--- src/core/timer_channel_params.svh ---
`ifndef TIMER_CHANNEL_PARAMS_SVH
`define TIMER_CHANNEL_PARAMS_SVH

// register byte offsets inside the channel window
`define REG_ADDR_WIDTH 8
`define OFF_COMMAND 8'h00
`define OFF_MODE 8'h04
`define OFF_COUNT 8'h10
`define OFF_CAPT_A 8'h14
`define OFF_CAPT_B 8'h18
`define OFF_COMP_C 8'h1C
`define OFF_STATUS 8'h20

// command word bit positions
`define CMD_CLOCK_ENABLE_BIT 0
`define CMD_CLOCK_DISABLE_BIT 1
`define CMD_SOFT_TRIGGER_BIT 2

// status word bit positions
`define STAT_CLOCK_ENABLED_BIT 16
`define STAT_LINE_A_BIT 17
`define STAT_LINE_B_BIT 18
`define STAT_RUNNING_BIT 19

// reset values
`define MODE_RESET 32'h0000_0000

// edge select codes: bit 0 rising, bit 1 falling
`define EDGE_RISE_BIT 0
`define EDGE_FALL_BIT 1

// line action codes
`define ACT_NONE 2'h0
`define ACT_SET 2'h1
`define ACT_CLEAR 2'h2
`define ACT_TOGGLE 2'h3

// selector codes
`define EVENT_SRC_LINE_B 2'h0
`define GATE_NONE 2'h0
`define SHAPE_TRIGGER_BIT 1
`define SHAPE_UPDOWN_BIT 0

// bus responses
`define RESP_OKAY 2'h0
`define RESP_DECERR 2'h3

`endif

--- src/core/timer_channel_pkg.sv ---
package timer_channel_pkg;

    typedef enum logic {
        DIR_UP = 1'b0,
        DIR_DOWN = 1'b1
    } count_dir_e;

    typedef struct packed {
        logic [1:0] line_b_on_soft_trigger;
        logic [1:0] line_b_on_event;
        logic [1:0] line_b_on_compare_c;
        logic [1:0] line_b_on_compare_b;
        logic [1:0] line_a_on_soft_trigger;
        logic [1:0] line_a_on_event;
        logic [1:0] line_a_on_compare_c;
        logic [1:0] line_a_on_compare_a;
        logic waveform_select;
        logic [1:0] counting_shape;
        logic event_trigger_enable;
        logic [1:0] event_source;
        logic [1:0] event_edge;
        logic disable_on_compare_c;
        logic stop_on_compare_c;
        logic [1:0] clock_gate;
        logic clock_invert;
        logic [2:0] clock_selector;
    } wave_mode_s;

    typedef struct packed {
        logic [11:0] unused_high;
        logic [1:0] capture_b_edge;
        logic [1:0] capture_a_edge;
        logic waveform_select;
        logic compare_c_trigger;
        logic [2:0] unused_mid;
        logic trigger_source;
        logic [1:0] trigger_edge;
        logic disable_on_capture_b;
        logic stop_on_capture_b;
        logic [1:0] clock_gate;
        logic clock_invert;
        logic [2:0] clock_selector;
    } capture_mode_s;

    typedef struct packed {
        logic level;
        logic enable;
    } line_drive_s;

endpackage

--- src/core/timer_channel.sv ---
// Behaviour
// - command enable bit enables counter clock unless disable bit set in same write
// - software trigger command resets the counter, except in up/down counting, and starts its clock
// - selector picks one of eight clocks; invert bit chooses counting edge
// - gating field ANDs selected clock with external clock line 0, 1 or 2
// - capture mode: loading capture B stops clock when stop bit set
// - capture mode: loading capture B disables clock when disable bit set
// - capture mode: trigger edge field selects none, rising, falling or both
// - capture mode: trigger source bit picks line A when one, B when zero
// - capture mode: compare C match triggers counter when trigger bit set
// - waveform select bit picks capture or waveform meaning of mode word
// - capture mode: edge field chooses which line A edge loads capture A
// - capture mode: second field chooses which line A edge loads capture B
// - waveform mode: compare C match stops clock when stop bit set
// - waveform mode: compare C match disables clock when disable bit set
// - waveform mode: event edge field selects none, rising, falling or both
// - waveform mode: event source picks line B or external clock line
// - waveform mode: event triggers counter only when event trigger bit set
// - waveform mode: shape selects up or up/down, with optional compare C trigger
// - waveform mode: compare A and compare C set, clear or toggle line A
// - waveform mode: event and software trigger set, clear or toggle line A
// - waveform mode: compare B sets, clears or toggles line B unless line B is the event source
// - waveform mode: compare C, event and software trigger act on line B unless it is the event source
// - up/down counting: a trigger reverses the counting direction
//
// Design decisions made here: the AXI4-Lite register port and the register offsets.
`timescale 1ns/1ps
`include "timer_channel_params.svh"

module timer_channel #(
    parameter int COUNTER_WIDTH = 16
) (
    input wire logic clk_in,
    input wire logic sys_rst_in,
    input wire logic [`REG_ADDR_WIDTH-1:0] s_axi_awaddr_in,
    input wire logic s_axi_awvalid_in,
    output logic s_axi_awready_out,
    input wire logic [31:0] s_axi_wdata_in,
    input wire logic [3:0] s_axi_wstrb_in,
    input wire logic s_axi_wvalid_in,
    output logic s_axi_wready_out,
    output logic [1:0] s_axi_bresp_out,
    output logic s_axi_bvalid_out,
    input wire logic s_axi_bready_in,
    input wire logic [`REG_ADDR_WIDTH-1:0] s_axi_araddr_in,
    input wire logic s_axi_arvalid_in,
    output logic s_axi_arready_out,
    output logic [31:0] s_axi_rdata_out,
    output logic [1:0] s_axi_rresp_out,
    output logic s_axi_rvalid_out,
    input wire logic s_axi_rready_in,
    input wire logic [4:0] internal_divided_clocks_in,
    input wire logic ext_clock_line_0_in,
    input wire logic ext_clock_line_1_in,
    input wire logic ext_clock_line_2_in,
    input wire logic channel_line_a_in,
    output timer_channel_pkg::line_drive_s channel_line_a_out,
    input wire logic channel_line_b_in,
    output timer_channel_pkg::line_drive_s channel_line_b_out
);
    import timer_channel_pkg::*;

    if (COUNTER_WIDTH < 2 || COUNTER_WIDTH > 32) begin : g_width_check
        $error("COUNTER_WIDTH must lie between 2 and 32");
    end

    localparam logic [COUNTER_WIDTH-1:0] COUNT_MAX = {COUNTER_WIDTH{1'b1}};

    function automatic logic [31:0] merge_bytes(input logic [31:0] old, input logic [31:0] data,
                                                input logic [3:0] strb);
        logic [31:0] res;
        res = old;
        for (int i = 0; i < 4; i++) begin
            if (strb[i]) begin
                res[i*8 +: 8] = data[i*8 +: 8];
            end
        end
        return res;
    endfunction

    function automatic logic edge_hit(input logic [1:0] code, input logic rise, input logic fall);
        return (code[`EDGE_RISE_BIT] & rise) | (code[`EDGE_FALL_BIT] & fall);
    endfunction

    function automatic logic apply_action(input logic [1:0] act, input logic fire, input logic cur);
        logic res;
        res = cur;
        if (fire) begin
            case (act)
                `ACT_NONE: res = cur;
                `ACT_SET: res = 1'b1;
                `ACT_CLEAR: res = 1'b0;
                `ACT_TOGGLE: res = ~cur;
                default: res = cur;
            endcase
        end
        return res;
    endfunction

    // bus slave state
    logic aw_hold_reg, w_hold_reg, bvalid_reg, rvalid_reg, wr_fire, wr_mapped, rd_mapped;
    logic [`REG_ADDR_WIDTH-1:0] awaddr_reg;
    logic [31:0] wdata_reg, rdata_reg, rd_value;
    logic [3:0] wstrb_reg;
    logic [1:0] bresp_reg, rresp_reg;
    // channel state
    logic [31:0] mode_reg;
    logic [COUNTER_WIDTH-1:0] count_reg, count_next, capt_a_reg, capt_b_reg, comp_c_reg, top_value;
    count_dir_e dir_reg, dir_next;
    logic clock_enabled_reg, running_reg, line_a_reg, line_b_reg, clk_level_prev_reg, edges_ready_reg;
    logic [4:0] io_prev_reg, io_now, io_rise, io_fall;
    logic [7:0] clock_sources;
    logic [2:0] trig_index;
    wave_mode_s wmode;
    capture_mode_s cmode;
    logic is_wave, cmd_wr, cmd_enable, cmd_disable, soft_trigger, clk_level, clk_tick, cnt_step;
    logic trig_rise, trig_fall, ext_event, ext_trigger, load_a, load_b, match_a, match_b, match_c;
    logic auto_trigger, any_trigger, stop_event, disable_event, updown, line_b_is_output;

    assign wmode = wave_mode_s'(mode_reg);
    assign cmode = capture_mode_s'(mode_reg);
    assign is_wave = wmode.waveform_select;

    // AXI4-Lite write path: address and data latched independently
    assign s_axi_awready_out = ~aw_hold_reg & ~bvalid_reg;
    assign s_axi_wready_out = ~w_hold_reg & ~bvalid_reg;
    assign wr_fire = aw_hold_reg & w_hold_reg & ~bvalid_reg;
    assign s_axi_bvalid_out = bvalid_reg;
    assign s_axi_bresp_out = bresp_reg;

    always_comb begin
        case (awaddr_reg)
            `OFF_COMMAND, `OFF_MODE, `OFF_COUNT, `OFF_CAPT_A, `OFF_CAPT_B, `OFF_COMP_C, `OFF_STATUS: wr_mapped = 1'b1;
            default: wr_mapped = 1'b0;
        endcase
    end

    always_ff @(posedge clk_in or posedge sys_rst_in) begin
        if (sys_rst_in) begin
            aw_hold_reg <= 1'b0;
            w_hold_reg <= 1'b0;
            awaddr_reg <= '0;
            wdata_reg <= '0;
            wstrb_reg <= '0;
            bvalid_reg <= 1'b0;
            bresp_reg <= `RESP_OKAY;
        end else begin
            if (s_axi_awvalid_in && s_axi_awready_out) begin
                aw_hold_reg <= 1'b1;
                awaddr_reg <= s_axi_awaddr_in;
            end else if (wr_fire) begin
                aw_hold_reg <= 1'b0;
            end
            if (s_axi_wvalid_in && s_axi_wready_out) begin
                w_hold_reg <= 1'b1;
                wdata_reg <= s_axi_wdata_in;
                wstrb_reg <= s_axi_wstrb_in;
            end else if (wr_fire) begin
                w_hold_reg <= 1'b0;
            end
            if (wr_fire) begin
                bvalid_reg <= 1'b1;
                bresp_reg <= wr_mapped ? `RESP_OKAY : `RESP_DECERR;
            end else if (s_axi_bready_in) begin
                bvalid_reg <= 1'b0;
            end
        end
    end

    // AXI4-Lite read path
    assign s_axi_arready_out = ~rvalid_reg;
    assign s_axi_rvalid_out = rvalid_reg;
    assign s_axi_rdata_out = rdata_reg;
    assign s_axi_rresp_out = rresp_reg;

    always_comb begin
        rd_mapped = 1'b1;
        rd_value = '0;
        case (s_axi_araddr_in)
            `OFF_COMMAND: rd_value = '0;
            `OFF_MODE: rd_value = mode_reg;
            `OFF_COUNT: rd_value = 32'(count_reg);
            `OFF_CAPT_A: rd_value = 32'(capt_a_reg);
            `OFF_CAPT_B: rd_value = 32'(capt_b_reg);
            `OFF_COMP_C: rd_value = 32'(comp_c_reg);
            `OFF_STATUS: begin
                rd_value[`STAT_CLOCK_ENABLED_BIT] = clock_enabled_reg;
                rd_value[`STAT_LINE_A_BIT] = is_wave ? line_a_reg : channel_line_a_in;
                rd_value[`STAT_LINE_B_BIT] = line_b_is_output ? line_b_reg : channel_line_b_in;
                rd_value[`STAT_RUNNING_BIT] = running_reg;
            end
            default: rd_mapped = 1'b0;
        endcase
    end

    always_ff @(posedge clk_in or posedge sys_rst_in) begin
        if (sys_rst_in) begin
            rvalid_reg <= 1'b0;
            rdata_reg <= '0;
            rresp_reg <= `RESP_OKAY;
        end else if (s_axi_arvalid_in && s_axi_arready_out) begin
            rvalid_reg <= 1'b1;
            rdata_reg <= rd_value;
            rresp_reg <= rd_mapped ? `RESP_OKAY : `RESP_DECERR;
        end else if (s_axi_rready_in) begin
            rvalid_reg <= 1'b0;
        end
    end

    // command decode: one-cycle pulses, zero bits have no effect
    assign cmd_wr = wr_fire && awaddr_reg == `OFF_COMMAND && wstrb_reg[0];
    assign cmd_disable = cmd_wr && wdata_reg[`CMD_CLOCK_DISABLE_BIT];
    assign cmd_enable = cmd_wr && wdata_reg[`CMD_CLOCK_ENABLE_BIT] && !cmd_disable;
    assign soft_trigger = cmd_wr && wdata_reg[`CMD_SOFT_TRIGGER_BIT];

    // mode word and compare registers
    always_ff @(posedge clk_in or posedge sys_rst_in) begin
        if (sys_rst_in) begin
            mode_reg <= `MODE_RESET;
        end else if (wr_fire && awaddr_reg == `OFF_MODE) begin
            mode_reg <= merge_bytes(mode_reg, wdata_reg, wstrb_reg);
        end
    end

    always_ff @(posedge clk_in or posedge sys_rst_in) begin
        if (sys_rst_in) begin
            comp_c_reg <= '0;
        end else if (wr_fire && awaddr_reg == `OFF_COMP_C) begin
            comp_c_reg <= COUNTER_WIDTH'(merge_bytes(32'(comp_c_reg), wdata_reg, wstrb_reg));
        end
    end

    // capture loads in capture mode, software writes in waveform mode
    always_ff @(posedge clk_in or posedge sys_rst_in) begin
        if (sys_rst_in) begin
            capt_a_reg <= '0;
        end else if (load_a) begin
            capt_a_reg <= count_reg;
        end else if (is_wave && wr_fire && awaddr_reg == `OFF_CAPT_A) begin
            capt_a_reg <= COUNTER_WIDTH'(merge_bytes(32'(capt_a_reg), wdata_reg, wstrb_reg));
        end
    end

    always_ff @(posedge clk_in or posedge sys_rst_in) begin
        if (sys_rst_in) begin
            capt_b_reg <= '0;
        end else if (load_b) begin
            capt_b_reg <= count_reg;
        end else if (is_wave && wr_fire && awaddr_reg == `OFF_CAPT_B) begin
            capt_b_reg <= COUNTER_WIDTH'(merge_bytes(32'(capt_b_reg), wdata_reg, wstrb_reg));
        end
    end

    // counter clock selection, gating and edge choice
    assign clock_sources = {ext_clock_line_2_in, ext_clock_line_1_in, ext_clock_line_0_in,
                            internal_divided_clocks_in};

    assign clk_level = clock_sources[wmode.clock_selector] &
        (wmode.clock_gate == `GATE_NONE || clock_sources[3'(wmode.clock_gate) + 3'd4]);

    // edge history, ignored for one cycle after reset
    always_ff @(posedge clk_in or posedge sys_rst_in) begin
        if (sys_rst_in) begin
            clk_level_prev_reg <= 1'b0;
            io_prev_reg <= '0;
            edges_ready_reg <= 1'b0;
        end else begin
            clk_level_prev_reg <= clk_level;
            io_prev_reg <= io_now;
            edges_ready_reg <= 1'b1;
        end
    end

    assign clk_tick = wmode.clock_invert ? (clk_level_prev_reg & ~clk_level)
                                         : (~clk_level_prev_reg & clk_level);
    assign cnt_step = clk_tick & clock_enabled_reg & running_reg & edges_ready_reg;

    // edge detection of lines A, B and external clock lines
    assign io_now = {ext_clock_line_2_in, ext_clock_line_1_in, ext_clock_line_0_in,
                     channel_line_b_in, channel_line_a_in};

    assign io_rise = io_now & ~io_prev_reg & {5{edges_ready_reg}};
    assign io_fall = ~io_now & io_prev_reg & {5{edges_ready_reg}};
    assign trig_index = is_wave ? 3'(wmode.event_source) + 3'd1
                                : {2'b00, ~cmode.trigger_source};
    assign trig_rise = io_rise[trig_index];
    assign trig_fall = io_fall[trig_index];

    assign ext_event = is_wave && edge_hit(wmode.event_edge, trig_rise, trig_fall);
    assign ext_trigger = is_wave ? (ext_event && wmode.event_trigger_enable)
                                 : edge_hit(cmode.trigger_edge, trig_rise, trig_fall);

    assign load_a = !is_wave && edge_hit(cmode.capture_a_edge, io_rise[0], io_fall[0]);
    assign load_b = !is_wave && edge_hit(cmode.capture_b_edge, io_rise[0], io_fall[0]);

    assign match_a = is_wave && cnt_step && count_reg == capt_a_reg;
    assign match_b = is_wave && cnt_step && count_reg == capt_b_reg;
    assign match_c = cnt_step && count_reg == comp_c_reg;

    assign auto_trigger = is_wave ? (match_c && wmode.counting_shape[`SHAPE_TRIGGER_BIT])
                                  : (match_c && cmode.compare_c_trigger);
    assign any_trigger = soft_trigger | ext_trigger | auto_trigger;

    assign stop_event = is_wave ? (match_c && wmode.stop_on_compare_c)
                                : (load_b && cmode.stop_on_capture_b);
    assign disable_event = is_wave ? (match_c && wmode.disable_on_compare_c)
                                   : (load_b && cmode.disable_on_capture_b);

    // clock enable and run state
    always_ff @(posedge clk_in or posedge sys_rst_in) begin
        if (sys_rst_in) begin
            clock_enabled_reg <= 1'b0;
        end else if (cmd_disable || disable_event) begin
            clock_enabled_reg <= 1'b0;
        end else if (cmd_enable) begin
            clock_enabled_reg <= 1'b1;
        end
    end

    always_ff @(posedge clk_in or posedge sys_rst_in) begin
        if (sys_rst_in) begin
            running_reg <= 1'b0;
        end else if (stop_event) begin
            running_reg <= 1'b0;
        end else if (any_trigger || cmd_enable) begin
            running_reg <= 1'b1;
        end
    end

    // counting shape
    assign updown = is_wave && wmode.counting_shape[`SHAPE_UPDOWN_BIT];
    assign top_value = wmode.counting_shape[`SHAPE_TRIGGER_BIT] ? comp_c_reg : COUNT_MAX;

    always_comb begin
        count_next = count_reg;
        dir_next = dir_reg;
        if (any_trigger && !updown) begin
            count_next = '0;
            dir_next = DIR_UP;
        end else begin
            if (any_trigger) begin
                dir_next = (dir_reg == DIR_UP) ? DIR_DOWN : DIR_UP;
            end
            if (cnt_step) begin
                if (updown && dir_next == DIR_UP && count_reg == top_value) begin
                    dir_next = DIR_DOWN;
                end else if (updown && dir_next == DIR_DOWN && count_reg == '0) begin
                    dir_next = DIR_UP;
                end
                if (dir_next == DIR_UP) begin
                    count_next = count_reg + 1'b1;
                end else begin
                    count_next = count_reg - 1'b1;
                end
            end
        end
    end

    always_ff @(posedge clk_in or posedge sys_rst_in) begin
        if (sys_rst_in) begin
            count_reg <= '0;
            dir_reg <= DIR_UP;
        end else begin
            count_reg <= count_next;
            dir_reg <= dir_next;
        end
    end

    // waveform output control
    assign line_b_is_output = is_wave && wmode.event_source != `EVENT_SRC_LINE_B;

    always_ff @(posedge clk_in or posedge sys_rst_in) begin
        if (sys_rst_in) begin
            line_a_reg <= 1'b0;
        end else if (is_wave) begin
            line_a_reg <= apply_action(wmode.line_a_on_soft_trigger, soft_trigger,
                          apply_action(wmode.line_a_on_event, ext_event,
                          apply_action(wmode.line_a_on_compare_c, match_c,
                          apply_action(wmode.line_a_on_compare_a, match_a, line_a_reg))));
        end
    end

    always_ff @(posedge clk_in or posedge sys_rst_in) begin
        if (sys_rst_in) begin
            line_b_reg <= 1'b0;
        end else if (line_b_is_output) begin
            line_b_reg <= apply_action(wmode.line_b_on_soft_trigger, soft_trigger,
                          apply_action(wmode.line_b_on_event, ext_event,
                          apply_action(wmode.line_b_on_compare_c, match_c,
                          apply_action(wmode.line_b_on_compare_b, match_b, line_b_reg))));
        end
    end

    assign channel_line_a_out = '{level: line_a_reg, enable: is_wave};
    assign channel_line_b_out = '{level: line_b_reg, enable: line_b_is_output};

endmodule

--- config.mk ---
export PLATFORM = sky130hd
export DESIGN_NAME = timer_channel
export DESIGN_NICKNAME = d
export VERILOG_FILES = /design/src/core/timer_channel_pkg.sv /design/src/core/timer_channel.sv
export VERILOG_INCLUDE_DIRS = /design/src /design/src/core
export SDC_FILE = /design/constraint.sdc
export NUM_CORES = 1
export LEC_CHECK = 0
export BUFFER_PORTS_ARGS = -buffer_cell sky130_fd_sc_hd__buf_2
export CAP_MARGIN = 20
export CORE_MARGIN = 10
export CORE_UTILIZATION = 59
export CTS_CLUSTER_SIZE = 28
export DETAILED_ROUTE_END_ITERATION = 7
export PLACE_DENSITY_LB_ADDON = 0.12
export RECOVER_POWER = 25
export SLEW_MARGIN = 10
export SYNTH_ARGS = -nofsm -noshare
export SYNTH_HDL_FRONTEND = slang
export SYNTH_SLANG_ARGS = --single-unit
--- constraint.sdc ---
create_clock -name clk_in -period 8.97 [get_ports clk_in]
set_clock_uncertainty 0.15 [all_clocks]
set_input_delay 1.3455 -clock clk_in [delete_from_list [all_inputs] [get_ports clk_in]]
set_output_delay 1.3455 -clock clk_in [all_outputs]
set_load 0.005 [all_outputs]
==> results of run 1 <==
-- placed cells by master (no fill, tap or decap), types with 3 or more instances in the layout --
cell type / instances
nor3b_1: 6
inv_1: 20
and3b_1: 4
nand3_1: 10
and2_1: 3
a221oi_1: 4
mux2i_1: 52
inv_8: 4
nor2_1: 16
nor2b_1: 15
a22oi_1: 7
buf_2: 108
nor2_2: 3
nor3_1: 5
inv_6: 4
o2111ai_1: 5
clkbuf_1: 6
clkbuf_16: 17
o21ai_0: 100
and3_1: 4
a21oi_1: 22
or4_1: 3
mux2_2: 91
dfrtp_1: 190
a222oi_1: 16
nor4_1: 12
a2111oi_0: 4
a21o_1: 7
xnor2_1: 38
ha_1: 18
nand2_1: 134
nand2b_1: 16
buf_4: 14
nand4_1: 17
a22o_1: 13
xor2_1: 7
-- critical path, stage by stage --
cell and delay [ps]:
clkbuf_1 160, mux4_2 500, or2_1 260, a311oi_2 430
nor2_2 200, nor2_1 210, a211o_1 120, nand2_1 70
inv_1 470, ha_1 350, a21o_1 200, nand4_1 110
nand3_1 150, a221o_1 350, o41ai_1 490, o21a_1 250
o21ai_0 110, xor2_1 160, nor3b_1 170, o21bai_1 130
-- power by group --
group	internal [mW]	switching (mW)
registers	1.06	0.347
clock network	0.430	0.360
logic	0.561	0.557
total	2.05	1.26
-- metrics by stage --
step                      total power [mW]  instances
after floorplan                       2.21        946
after global placement                2.48       1236
after detailed placement              2.52       1236
after CTS                             3.31       1268
after global routing                  3.52       1270
final                                 3.32       1270
-- Yosys cell counts (3+ instances only) --
cell type | instances | area share
dfrtp_1 | 190 | 0.48
nand2_1 | 134 | 0.051
o21ai_0 | 100 | 0.050
mux2_2 | 91 | 0.10
mux2i_1 | 52 | 0.052
clkbuf_1 | 42 | 0.016
xnor2_1 | 38 | 0.033
a21oi_1 | 22 | 0.011
inv_1 | 21 | 0.0079
ha_1 | 18 | 0.023
nor2_1 | 18 | 0.0068
nand4_1 | 17 | 0.011
a222oi_1 | 16 | 0.016
nand2b_1 | 16 | 0.010
nor2b_1 | 15 | 0.0094
a22o_1 | 13 | 0.011
nor4_1 | 13 | 0.0082
nand3_1 | 10 | 0.0050
a21o_1 | 7 | 0.0053
a22oi_1 | 7 | 0.0053
nor3b_1 | 7 | 0.0053
xor2_1 | 7 | 0.0062
buf_4 | 6 | 0.0045
and2_1 | 5 | 0.0031
nor3_1 | 5 | 0.0025
o2111ai_1 | 5 | 0.0044
a2111oi_0 | 4 | 0.0035
a221oi_1 | 4 | 0.0035
and3_1 | 4 | 0.0025
and3b_1 | 4 | 0.0035
buf_1 | 4 | 0.0015
buf_2 | 3 | 0.0015
or4_1 | 3 | 0.0023
-- area by class of cell --
type                    instances  area share
clock buffers                  19      0.0392
clock inverters                13      0.0145
inverters                      21     0.00709
multi-input cells             680       0.435
flip-flops and latches        190       0.421
well taps                     220      0.0244
repair buffers                127      0.0588
-- cell families (layout without fill, tap and decap cells) --
logic type	count (synthesis)	count (layout)	synth area share
flip-flops	190	190	0.478
adder cells (fa/ha/maj)	19	19	0.0246
AND/OR/NAND/NOR	263	263	0.130
buffers and inverters	76	180	0.0313
XOR/XNOR	45	45	0.0396
other	1	1	0.000377
AO/OA/AOI/OAI	206	206	0.136
multiplexers	146	146	0.161
-- per-layer routing --
metal  GRT usage  share of wire
met1       0.341           0.44
met2       0.356           0.44
met3      0.0658          0.090
met4      0.0714          0.023
met5           0         0.0011
-- worst paths after layout --
kind | start | to | slack (ps) | depth (start not counted)
min in group asynchronous | sys_rst_in | awaddr_reg[1] | 2250 | 2
worst max-delay path | ext_clock_line_1_in | count_reg[15] | 2950 | 20
worst min-delay path | s_axi_rdata_out[31] | s_axi_rdata_out[31] | 320 | 2
worst min register to register | s_axi_rdata_out[31] | s_axi_rdata_out[31] | 320 | 2
worst max register to register | count_reg[8] | count_reg[15] | 3260 | 19
max in group asynchronous | sys_rst_in | capt_b_reg[9] | 3900 | 3
==> results.json, run 1 <==
{
  "antenna_found_initial": 2,
  "clock-sinks": 190,
  "syn_area_um2": 9960,
  "crit_type": "in -> reg",
  "multi_input_area_um2": 4920,
  "die_w_um": 150,
  "worst_slack_ps": 2950,
  "place_ws_ps": 2700,
  "seqCellArea_um2": 4750,
  "fillCellCount": 1310,
  "synth.yosys.warnings": 0,
  "drt-total-wl_mm": 27.0,
  "ys_ff_latch": 190,
  "layout.nets": 1125,
  "final_core_util": 0.681,
  "drv_cap": 1,
  "boundaryPins": 114,
  "tns_ps": 0,
  "slew_headroom": -2.25,
  "ys_types": 70,
  "slew_violations": 115,
  "vias": 7866,
  "drive_above_1_share": 0.250,
  "vias_per_cell": 6.19,
  "finalSetupViolCount": 0,
  "start_util": 0.600,
  "status": "finished with violations",
  "worst_ep_required_time_ps": 9190,
  "whs_ps": 321,
  "postPlaceCellArea_um2": 10700,
  "grt_max_degree": 115,
  "wl_per_cell_um": 21.3,
  "synth-edff-count": 0,
  "synthToLayoutAreaGrowth_pct": 13.5,
  "crit_path_end_kind": "flop",
  "drtIter0Drc": 848,
  "rsz0062_at_grt": "false",
  "async_reset_ff_frac": 1.00,
  "syn_area_per_cell_um2": 10.5,
  "grt.overflow.total": 0,
  "antenna_left": 0,
  "hold_buffers": 0,
  "hpwl_mm": 19.4,
  "cts_made_buffers": 17,
  "min_period_over_period": 0.671,
  "hold_path_class": "reg -> reg",
  "cts_resized": 0,
  "post-cts-setup-buffer-count": 0,
  "powerDensity_nw_per_um2": 294,
  "clk_path_buf_depth": 2,
  "min_period_ps": 6020,
  "start_kind": "primary input",
  "portBuffers": 113,
  "die-area_um2": 22500,
  "hold_viol_final": 0,
  "synthCells": 946,
  "core-area_um2": 16600,
  "ys_dominant_reg_cell": "dfrtp_1",
  "irDropWorstVdd_mv": 0.163,
  "die_h_um": 150,
  "max_freq_ghz": 0.166,
  "gp_congestion": 0.995,
  "synth_nets": 1034,
  "grt.total_usage": 0.242,
  "antenna_cells": 0,
  "clk_latency_ps": 450,
  "leakage_nw": 5.03,
  "cts_tree": "built",
  "dr.pass1.iters": 6,
  "htree_levels": 4,
  "grt_pass1_wl_mm": 42.6,
  "route.detailed.drc": 0,
  "grt_pass1_vias": 7635,
  "root_buffer": "clkbuf_16",
  "cp.arrival_ps": 6240,
  "final_area_um2": 11300,
  "violations": "max-capacitance violations, max-slew violations",
  "tightest_slew_ps": 4850,
  "yosysSeqAreaShare": 0.478,
  "core.rowCount": 47,
  "crit_fanout": 18,
  "clk_pin_slew_worst_paths_ps": 70
}
No activity file was read; power rests on OpenSTA's default activity.
==> run 2: changes to the inputs <==
Settings changed: ABC_AREA set to 1, CORE_UTILIZATION 59 to 60.
Clock period 8.97 ns to 6.19 ns, I/O delays scaled along.
==> run 2 against run 1 <==
The run still ends with max-capacitance violations, max-slew violations left. Critical path depth increased by 1. Final area increased by 4.1%. Worst hold slack improved by 6.1 ps. Count of clock-buffer cells in the layout decreased by 2. Critical endpoint is now count_reg[11].
==> results.json, run 2 <==
{
  "status": "finished with violations",
  "violations": "max-capacitance violations, max-slew violations",
  "leakage_nw": 5.74,
  "cts_resized": 0,
  "slew_violations": 52,
  "crit_type": "reg -> reg",
  "syn_area_per_cell_um2": 8.20,
  "ys_dominant_reg_cell": "dfrtp_1",
  "grt_pass1_vias": 9545,
  "route.detailed.drc": 0,
  "hold_path_class": "reg -> reg",
  "die_w_um": 153,
  "boundaryPins": 114,
  "cp.arrival_ps": 5260,
  "slew_headroom": -0.301,
  "clk_path_buf_depth": 2,
  "synthTopCellsByCount": "298 x nand2_1, 190 x dfrtp_1, 133 x inv_1",
  "antenna_cells": 0,
  "post-cts-setup-buffer-count": 0,
  "synthCells": 1290,
  "grt_pass1_wl_mm": 53.5,
  "hpwl_mm": 25.1,
  "final_area_um2": 11800,
  "synth.yosys.warnings": 0,
  "vias_per_cell": 6.02,
  "synth-edff-count": 0,
  "core-area_um2": 17300,
  "grt.total_usage": 0.286,
  "async_reset_ff_frac": 1.00,
  "start_util": 0.612,
  "min_period_over_period": 0.825,
  "ys_types": 53,
  "dr.pass1.iters": 6,
  "crit_path_end_kind": "flop",
  "yosysSeqAreaShare": 0.449,
  "crit_fanout": 18,
  "hold_viol_final": 0,
  "mostFrequentLayoutCell": "nand2_1",
  "root_buffer": "clkbuf_16",
  "gp_congestion": 0.975,
  "vias": 9685,
  "finalSetupViolCount": 0,
  "drive_above_1_share": 0.176,
  "postPlaceCellArea_um2": 11200,
  "portBuffers": 113,
  "grt_max_degree": 191,
  "die-area_um2": 23300,
  "core.rowCount": 48,
  "tns_ps": 0,
  "antenna_found_initial": 0,
  "worst_ep_required_time_ps": 6340,
  "rsz0062_at_grt": "false",
  "cts_made_buffers": 17,
  "irDropWorstVdd_mv": 0.300,
  "syn_area_um2": 10600,
  "synth_most_common_cell": "nand2_1",
  "clock-sinks": 190,
  "die_h_um": 153,
  "start_kind": "flop",
  "ys_ff_latch": 190,
  "synth_nets": 1378,
  "hold_buffers": 0,
  "max_freq_ghz": 0.196,
  "wl_per_cell_um": 21.0,
  "clk_pin_slew_worst_paths_ps": 90,
  "drt-total-wl_mm": 33.8,
  "antenna_left": 0,
  "synthToLayoutAreaGrowth_pct": 11.1,
  "drv_cap": 1,
  "clk_latency_ps": 450,
  "htree_levels": 4,
  "synth_top_cell_area_share": 0.449,
  "synth.area.top_cells": "dfrtp_1 45%, nand2_1 11%, inv_1 4.7%",
  "synth_area_leader_cell": "dfrtp_1",
  "powerDensity_nw_per_um2": 351,
  "final_cell_mix": "297 x nand2_1, 190 x dfrtp_1, 132 x inv_1, 108 x buf_2, 90 x nor2_1",
  "cts_tree": "built",
  "grt.overflow.total": 0,
  "drtIter0Drc": 1011,
  "min_period_ps": 5110,
  "layout.nets": 1458,
  "tightest_slew_ps": 1950
}
run 2: cell count changes after synthesis, sizes merged, moves of 43 or more:
cell and change:
nand2 +176, inv +133, nor2 +75, mux2 -59
nand3 +55, mux2i -52, a21oi +43
run 2: final cells by class:
class                      instances  area (µm²)
timing repair buffer             120         621
clock buffer                      17         425
multi-input combinational        884        4880
sequential                       190        4750
inverter                         157         599
tap                              225         282
fill                            1502        5540
clock inverter                    15         195
run 2: path summary, 6_finish.rpt:
check / to / slack (ps) / cells after the start / from
min in group asynchronous: awaddr_reg[5] / 620 / 3 / sys_rst_in
setup reg to reg: count_reg[11] / 1080 / 21 / s_axi_bvalid_out
hold / removal: s_axi_rdata_out[9] / 330 / 2 / s_axi_rdata_out[9]
setup / recovery: count_reg[11] / 1080 / 21 / s_axi_bvalid_out
hold reg to reg: s_axi_rdata_out[9] / 330 / 2 / s_axi_rdata_out[9]
max in group asynchronous: count_reg[12] / 4460 / 3 / sys_rst_in
run 2: power breakdown:
part	internal [mW]	switching [mW]
Combinational	0.446	0.746
Sequential	1.55	0.246
Clock	0.559	0.586
run 2: cells by family (layout without fill, tap and decap cells):
family          after synthesis  in the layout  share of synthesized area
flops                       190            190                      0.449
fa+ha+maj                    19             19                     0.0232
buf+inv                     216            309                     0.0881
other cells                   1              1                   0.000354
simple gates                537            537                      0.225
compound gates              265            265                      0.155
xor+xnor                     29             29                     0.0240
mux                          33             33                     0.0351
run 2: stage by stage:
stage,hold WS [ps],setup WS [ps],std cells,power (mW),utilization
2_1_floorplan,294,2170,1290,2.61,-
3_3_place_gp,310,1600,1576,2.95,0.645
3_5_place_dp,312,1490,1576,2.98,0.645
4_1_cts,332,1590,1608,4.11,0.681
5_1_grt,354,616,1608,4.36,0.680
6_report,327,1080,1608,4.13,0.680
run 2: critical path, stage by stage, from the launching register on:
cell      delay [ps]
dfrtp_1          430
nor3_1           780
clkinv_1         340
nor2_2           170
nand2_1           70
nor2_2           280
a21oi_4           80
nand2_2          140
nand2_2           90
nand3_1          110
nand2_1          450
ha_1             570
nand3_1           90
nand2_1          110
a21boi_1         110
o21ai_0          260
nand2_1           80
a31oi_1          220
nand2_1           80
nand2_1           80
xnor2_1          150
o22ai_2           90
run 2: metal layers:
layer | up-vias | global-route usage | wire length (µm)
li1 | 4486 | - | -
met1 | 4579 | 0.378 | 14000
met2 | 539 | 0.449 | 15600
met3 | 81 | 0.0596 | 3070
met4 | 0 | 0.115 | 1210
met5 | - | 0 | 0
==> run 3: changes to the inputs <==
Settings changed: ABC_AREA 1 to 0, CORE_UTILIZATION 60 to 59.
Clock period 6.19 ns to 5.3 ns, I/O delays scaled along.
==> run 3 against run 2 <==
The run ends with design-rule violations, max-capacitance violations, max-slew violations left. Wire length is 17% lower. Count of clock-buffer cells in the layout increased by 1. Core utilization is 1.2 points higher. Critical path depth decreased by 2. Die area decreased by 3.7%. Final area shrank 2.5%.
==> results.json, run 3 (same netlist as run 1, synthesis figures left out) <==
{
  "crit_type": "reg -> reg",
  "violations": "design-rule violations, max-capacitance violations, max-slew violations",
  "start_kind": "flop",
  "irDropWorstVdd_mv": 0.291,
  "worst-path-buf-inv": 1,
  "powerDensity_nw_per_um2": 500,
  "start_util": 0.600,
  "synthToLayoutAreaGrowth_pct": 15.1,
  "p_sw_frac": 0.384,
  "core-area_um2": 16600,
  "met2_usage": 0.387,
  "clk_latency_ps": 440,
  "min_period_over_period": 0.952,
  "grt.overflow.total": 0,
  "vias": 8016,
  "final_cell_mix": "190 x dfrtp_1, 134 x nand2_1, 108 x buf_2, 100 x o21ai_0, 91 x mux2_2",
  "status": "finished with violations",
  "layout.nets": 1149,
  "vias_per_cell": 6.19,
  "portBuffers": 113,
  "slew_headroom": -0.771,
  "root_buffer": "clkbuf_16",
  "route.detailed.drc": 2,
  "drt-total-wl_mm": 28.1,
  "hold_viol_final": 0,
  "slowest_delay_ps": 530,
  "multi_input_area_um2": 4920,
  "rsz0062_at_grt": "false",
  "grt.total_usage": 0.249,
  "clk_pin_slew_worst_paths_ps": 70,
  "grt_pass1_vias": 7875,
  "wl_per_cell_um": 21.7,
  "leakage_nw": 5.15,
  "min_period_ps": 5040,
  "antenna_cells": 0,
  "drv_cap": 2,
  "finalSetupViolCount": 0,
  "die-area_um2": 22500,
  "gr-usage-met3": 0.0462,
  "critPathTopFamily": "simple AND/OR/NAND/NOR gates",
  "tightest_slew_ps": 2660,
  "final_area_um2": 11500,
  "clock-sinks": 190,
  "mostFrequentLayoutCell": "dfrtp_1",
  "dr.pass1.iters": 8,
  "clk_path_buf_depth": 2,
  "core.rowCount": 47,
  "die_w_um": 150,
  "hold_path_class": "reg -> reg",
  "boundaryPins": 114,
  "max_freq_ghz": 0.198,
  "dp.cells": 1261,
  "met1_usage": 0.349,
  "grt_max_degree": 191,
  "power_frac_comb": 0.390,
  "cts_tree": "built",
  "hpwl_mm": 20.5,
  "post-cts-setup-buffer-count": 0,
  "gp_congestion": 0.978,
  "slew_violations": 244,
  "worst_ep_required_time_ps": 5520,
  "postPlaceCellArea_um2": 10900,
  "tns_ps": 0,
  "final_cells": 1294,
  "antenna_left": 0,
  "p_int_mw": 3.53,
  "antenna_found_initial": 0,
  "grt_pass1_wl_mm": 43.7,
  "clock_power_share": 0.223,
  "die_h_um": 150,
  "cts_made_buffers": 17,
  "fillCellCount": 1299,
  "slowest_stage": "or4_1",
  "p_seq_frac": 0.387,
  "htree_levels": 4,
  "drive_above_1_share": 0.265,
  "crit_path_end_kind": "flop",
  "grt_busiest_layer": "met2",
  "crit_chain": "or4_1 > or3_4 > or3_1 > a32o_2 > nor2_4 > a211o_1 > nand2_1 > inv_1 > ha_1 > a21o_1 > nand4_1 > nand3_1 > a221o_1 > o41ai_2 > o21a_1 > o21ai_0 > xor2_1 > nor3b_1 > o21bai_1",
  "crit_fanout": 7,
  "cp.arrival_ps": 5260,
  "p_sw_mw": 2.20,
  "final_core_util": 0.691,
  "seqCellArea_um2": 4750,
  "drtIter0Drc": 809
}
## run 3: stage by stage
stage / total power, mW / hold WS [ps] / worst slack [ps]
2_1_floorplan: 3.73 / 301 / 302
3_3_place_gp: 4.37 / 306 / 212
3_5_place_dp: 4.42 / 315 / 94.2
4_1_cts: 5.70 / 330 / 100
5_1_grt: 6.07 / 349 / 6.56
6_report: 5.73 / 322 / 257
## run 3: tightest hold or removal path: cells and delay by family, from the launching register on
| kind | cells | cell delay, ps |
|---|---|---|
| AO/OA/AOI/OAI | 1 | 60 |
| flip-flops | 1 | 340 |
| AND/OR/NAND/NOR | 1 | 40 |
## run 3: worst paths after layout
kind                               startpoint            endpoint  slack, ps  cells past startpoint
max                             awaddr_reg[7]       count_reg[15]        260                     19
max reg2reg                     awaddr_reg[7]       count_reg[15]        260                     19
min                        s_axi_rdata_out[4]  s_axi_rdata_out[4]        320                      2
min reg2reg                s_axi_rdata_out[4]  s_axi_rdata_out[4]        320                      2
min in group asynchronous          sys_rst_in       capt_a_reg[6]       1000                      3
max in group asynchronous          sys_rst_in        count_reg[7]       2150                      3
## run 3: repair_timing
action                                  4_1_cts  5_1_grt
resized for setup                             0        3
endpoints found under the setup margin        0        1
hold buffers                                  0        0
## run 3: layout make-up
cell class,count,share of cell area
inverter,21,0.00720
sequential,190,0.415
clock buffer,18,0.0374
timing repair buffer,151,0.0733
tap,220,0.0240
multi-input combinational,680,0.429
clock inverter,14,0.0140
## run 3: power groups by stage
| stage | clock (mW) | sequential (mW) | combinational (mW) |
|---|---|---|---|
| global route | 1.34 | 2.26 | 2.47 |
| finish | 1.28 | 2.22 | 2.24 |
| global placement | 0 | 2.22 | 2.15 |
| detailed placement | 0 | 2.23 | 2.19 |
| CTS | 1.28 | 2.20 | 2.22 |
| floorplan | 0 | 2.05 | 1.69 |
## run 3: layer usage
| metal | routed length [µm] | share of wire |
|---|---|---|
| met1 | 12500 | 0.45 |
| met5 | 0 | 0 |
| met3 | 2210 | 0.079 |
| met2 | 12900 | 0.46 |
| met4 | 524 | 0.019 |
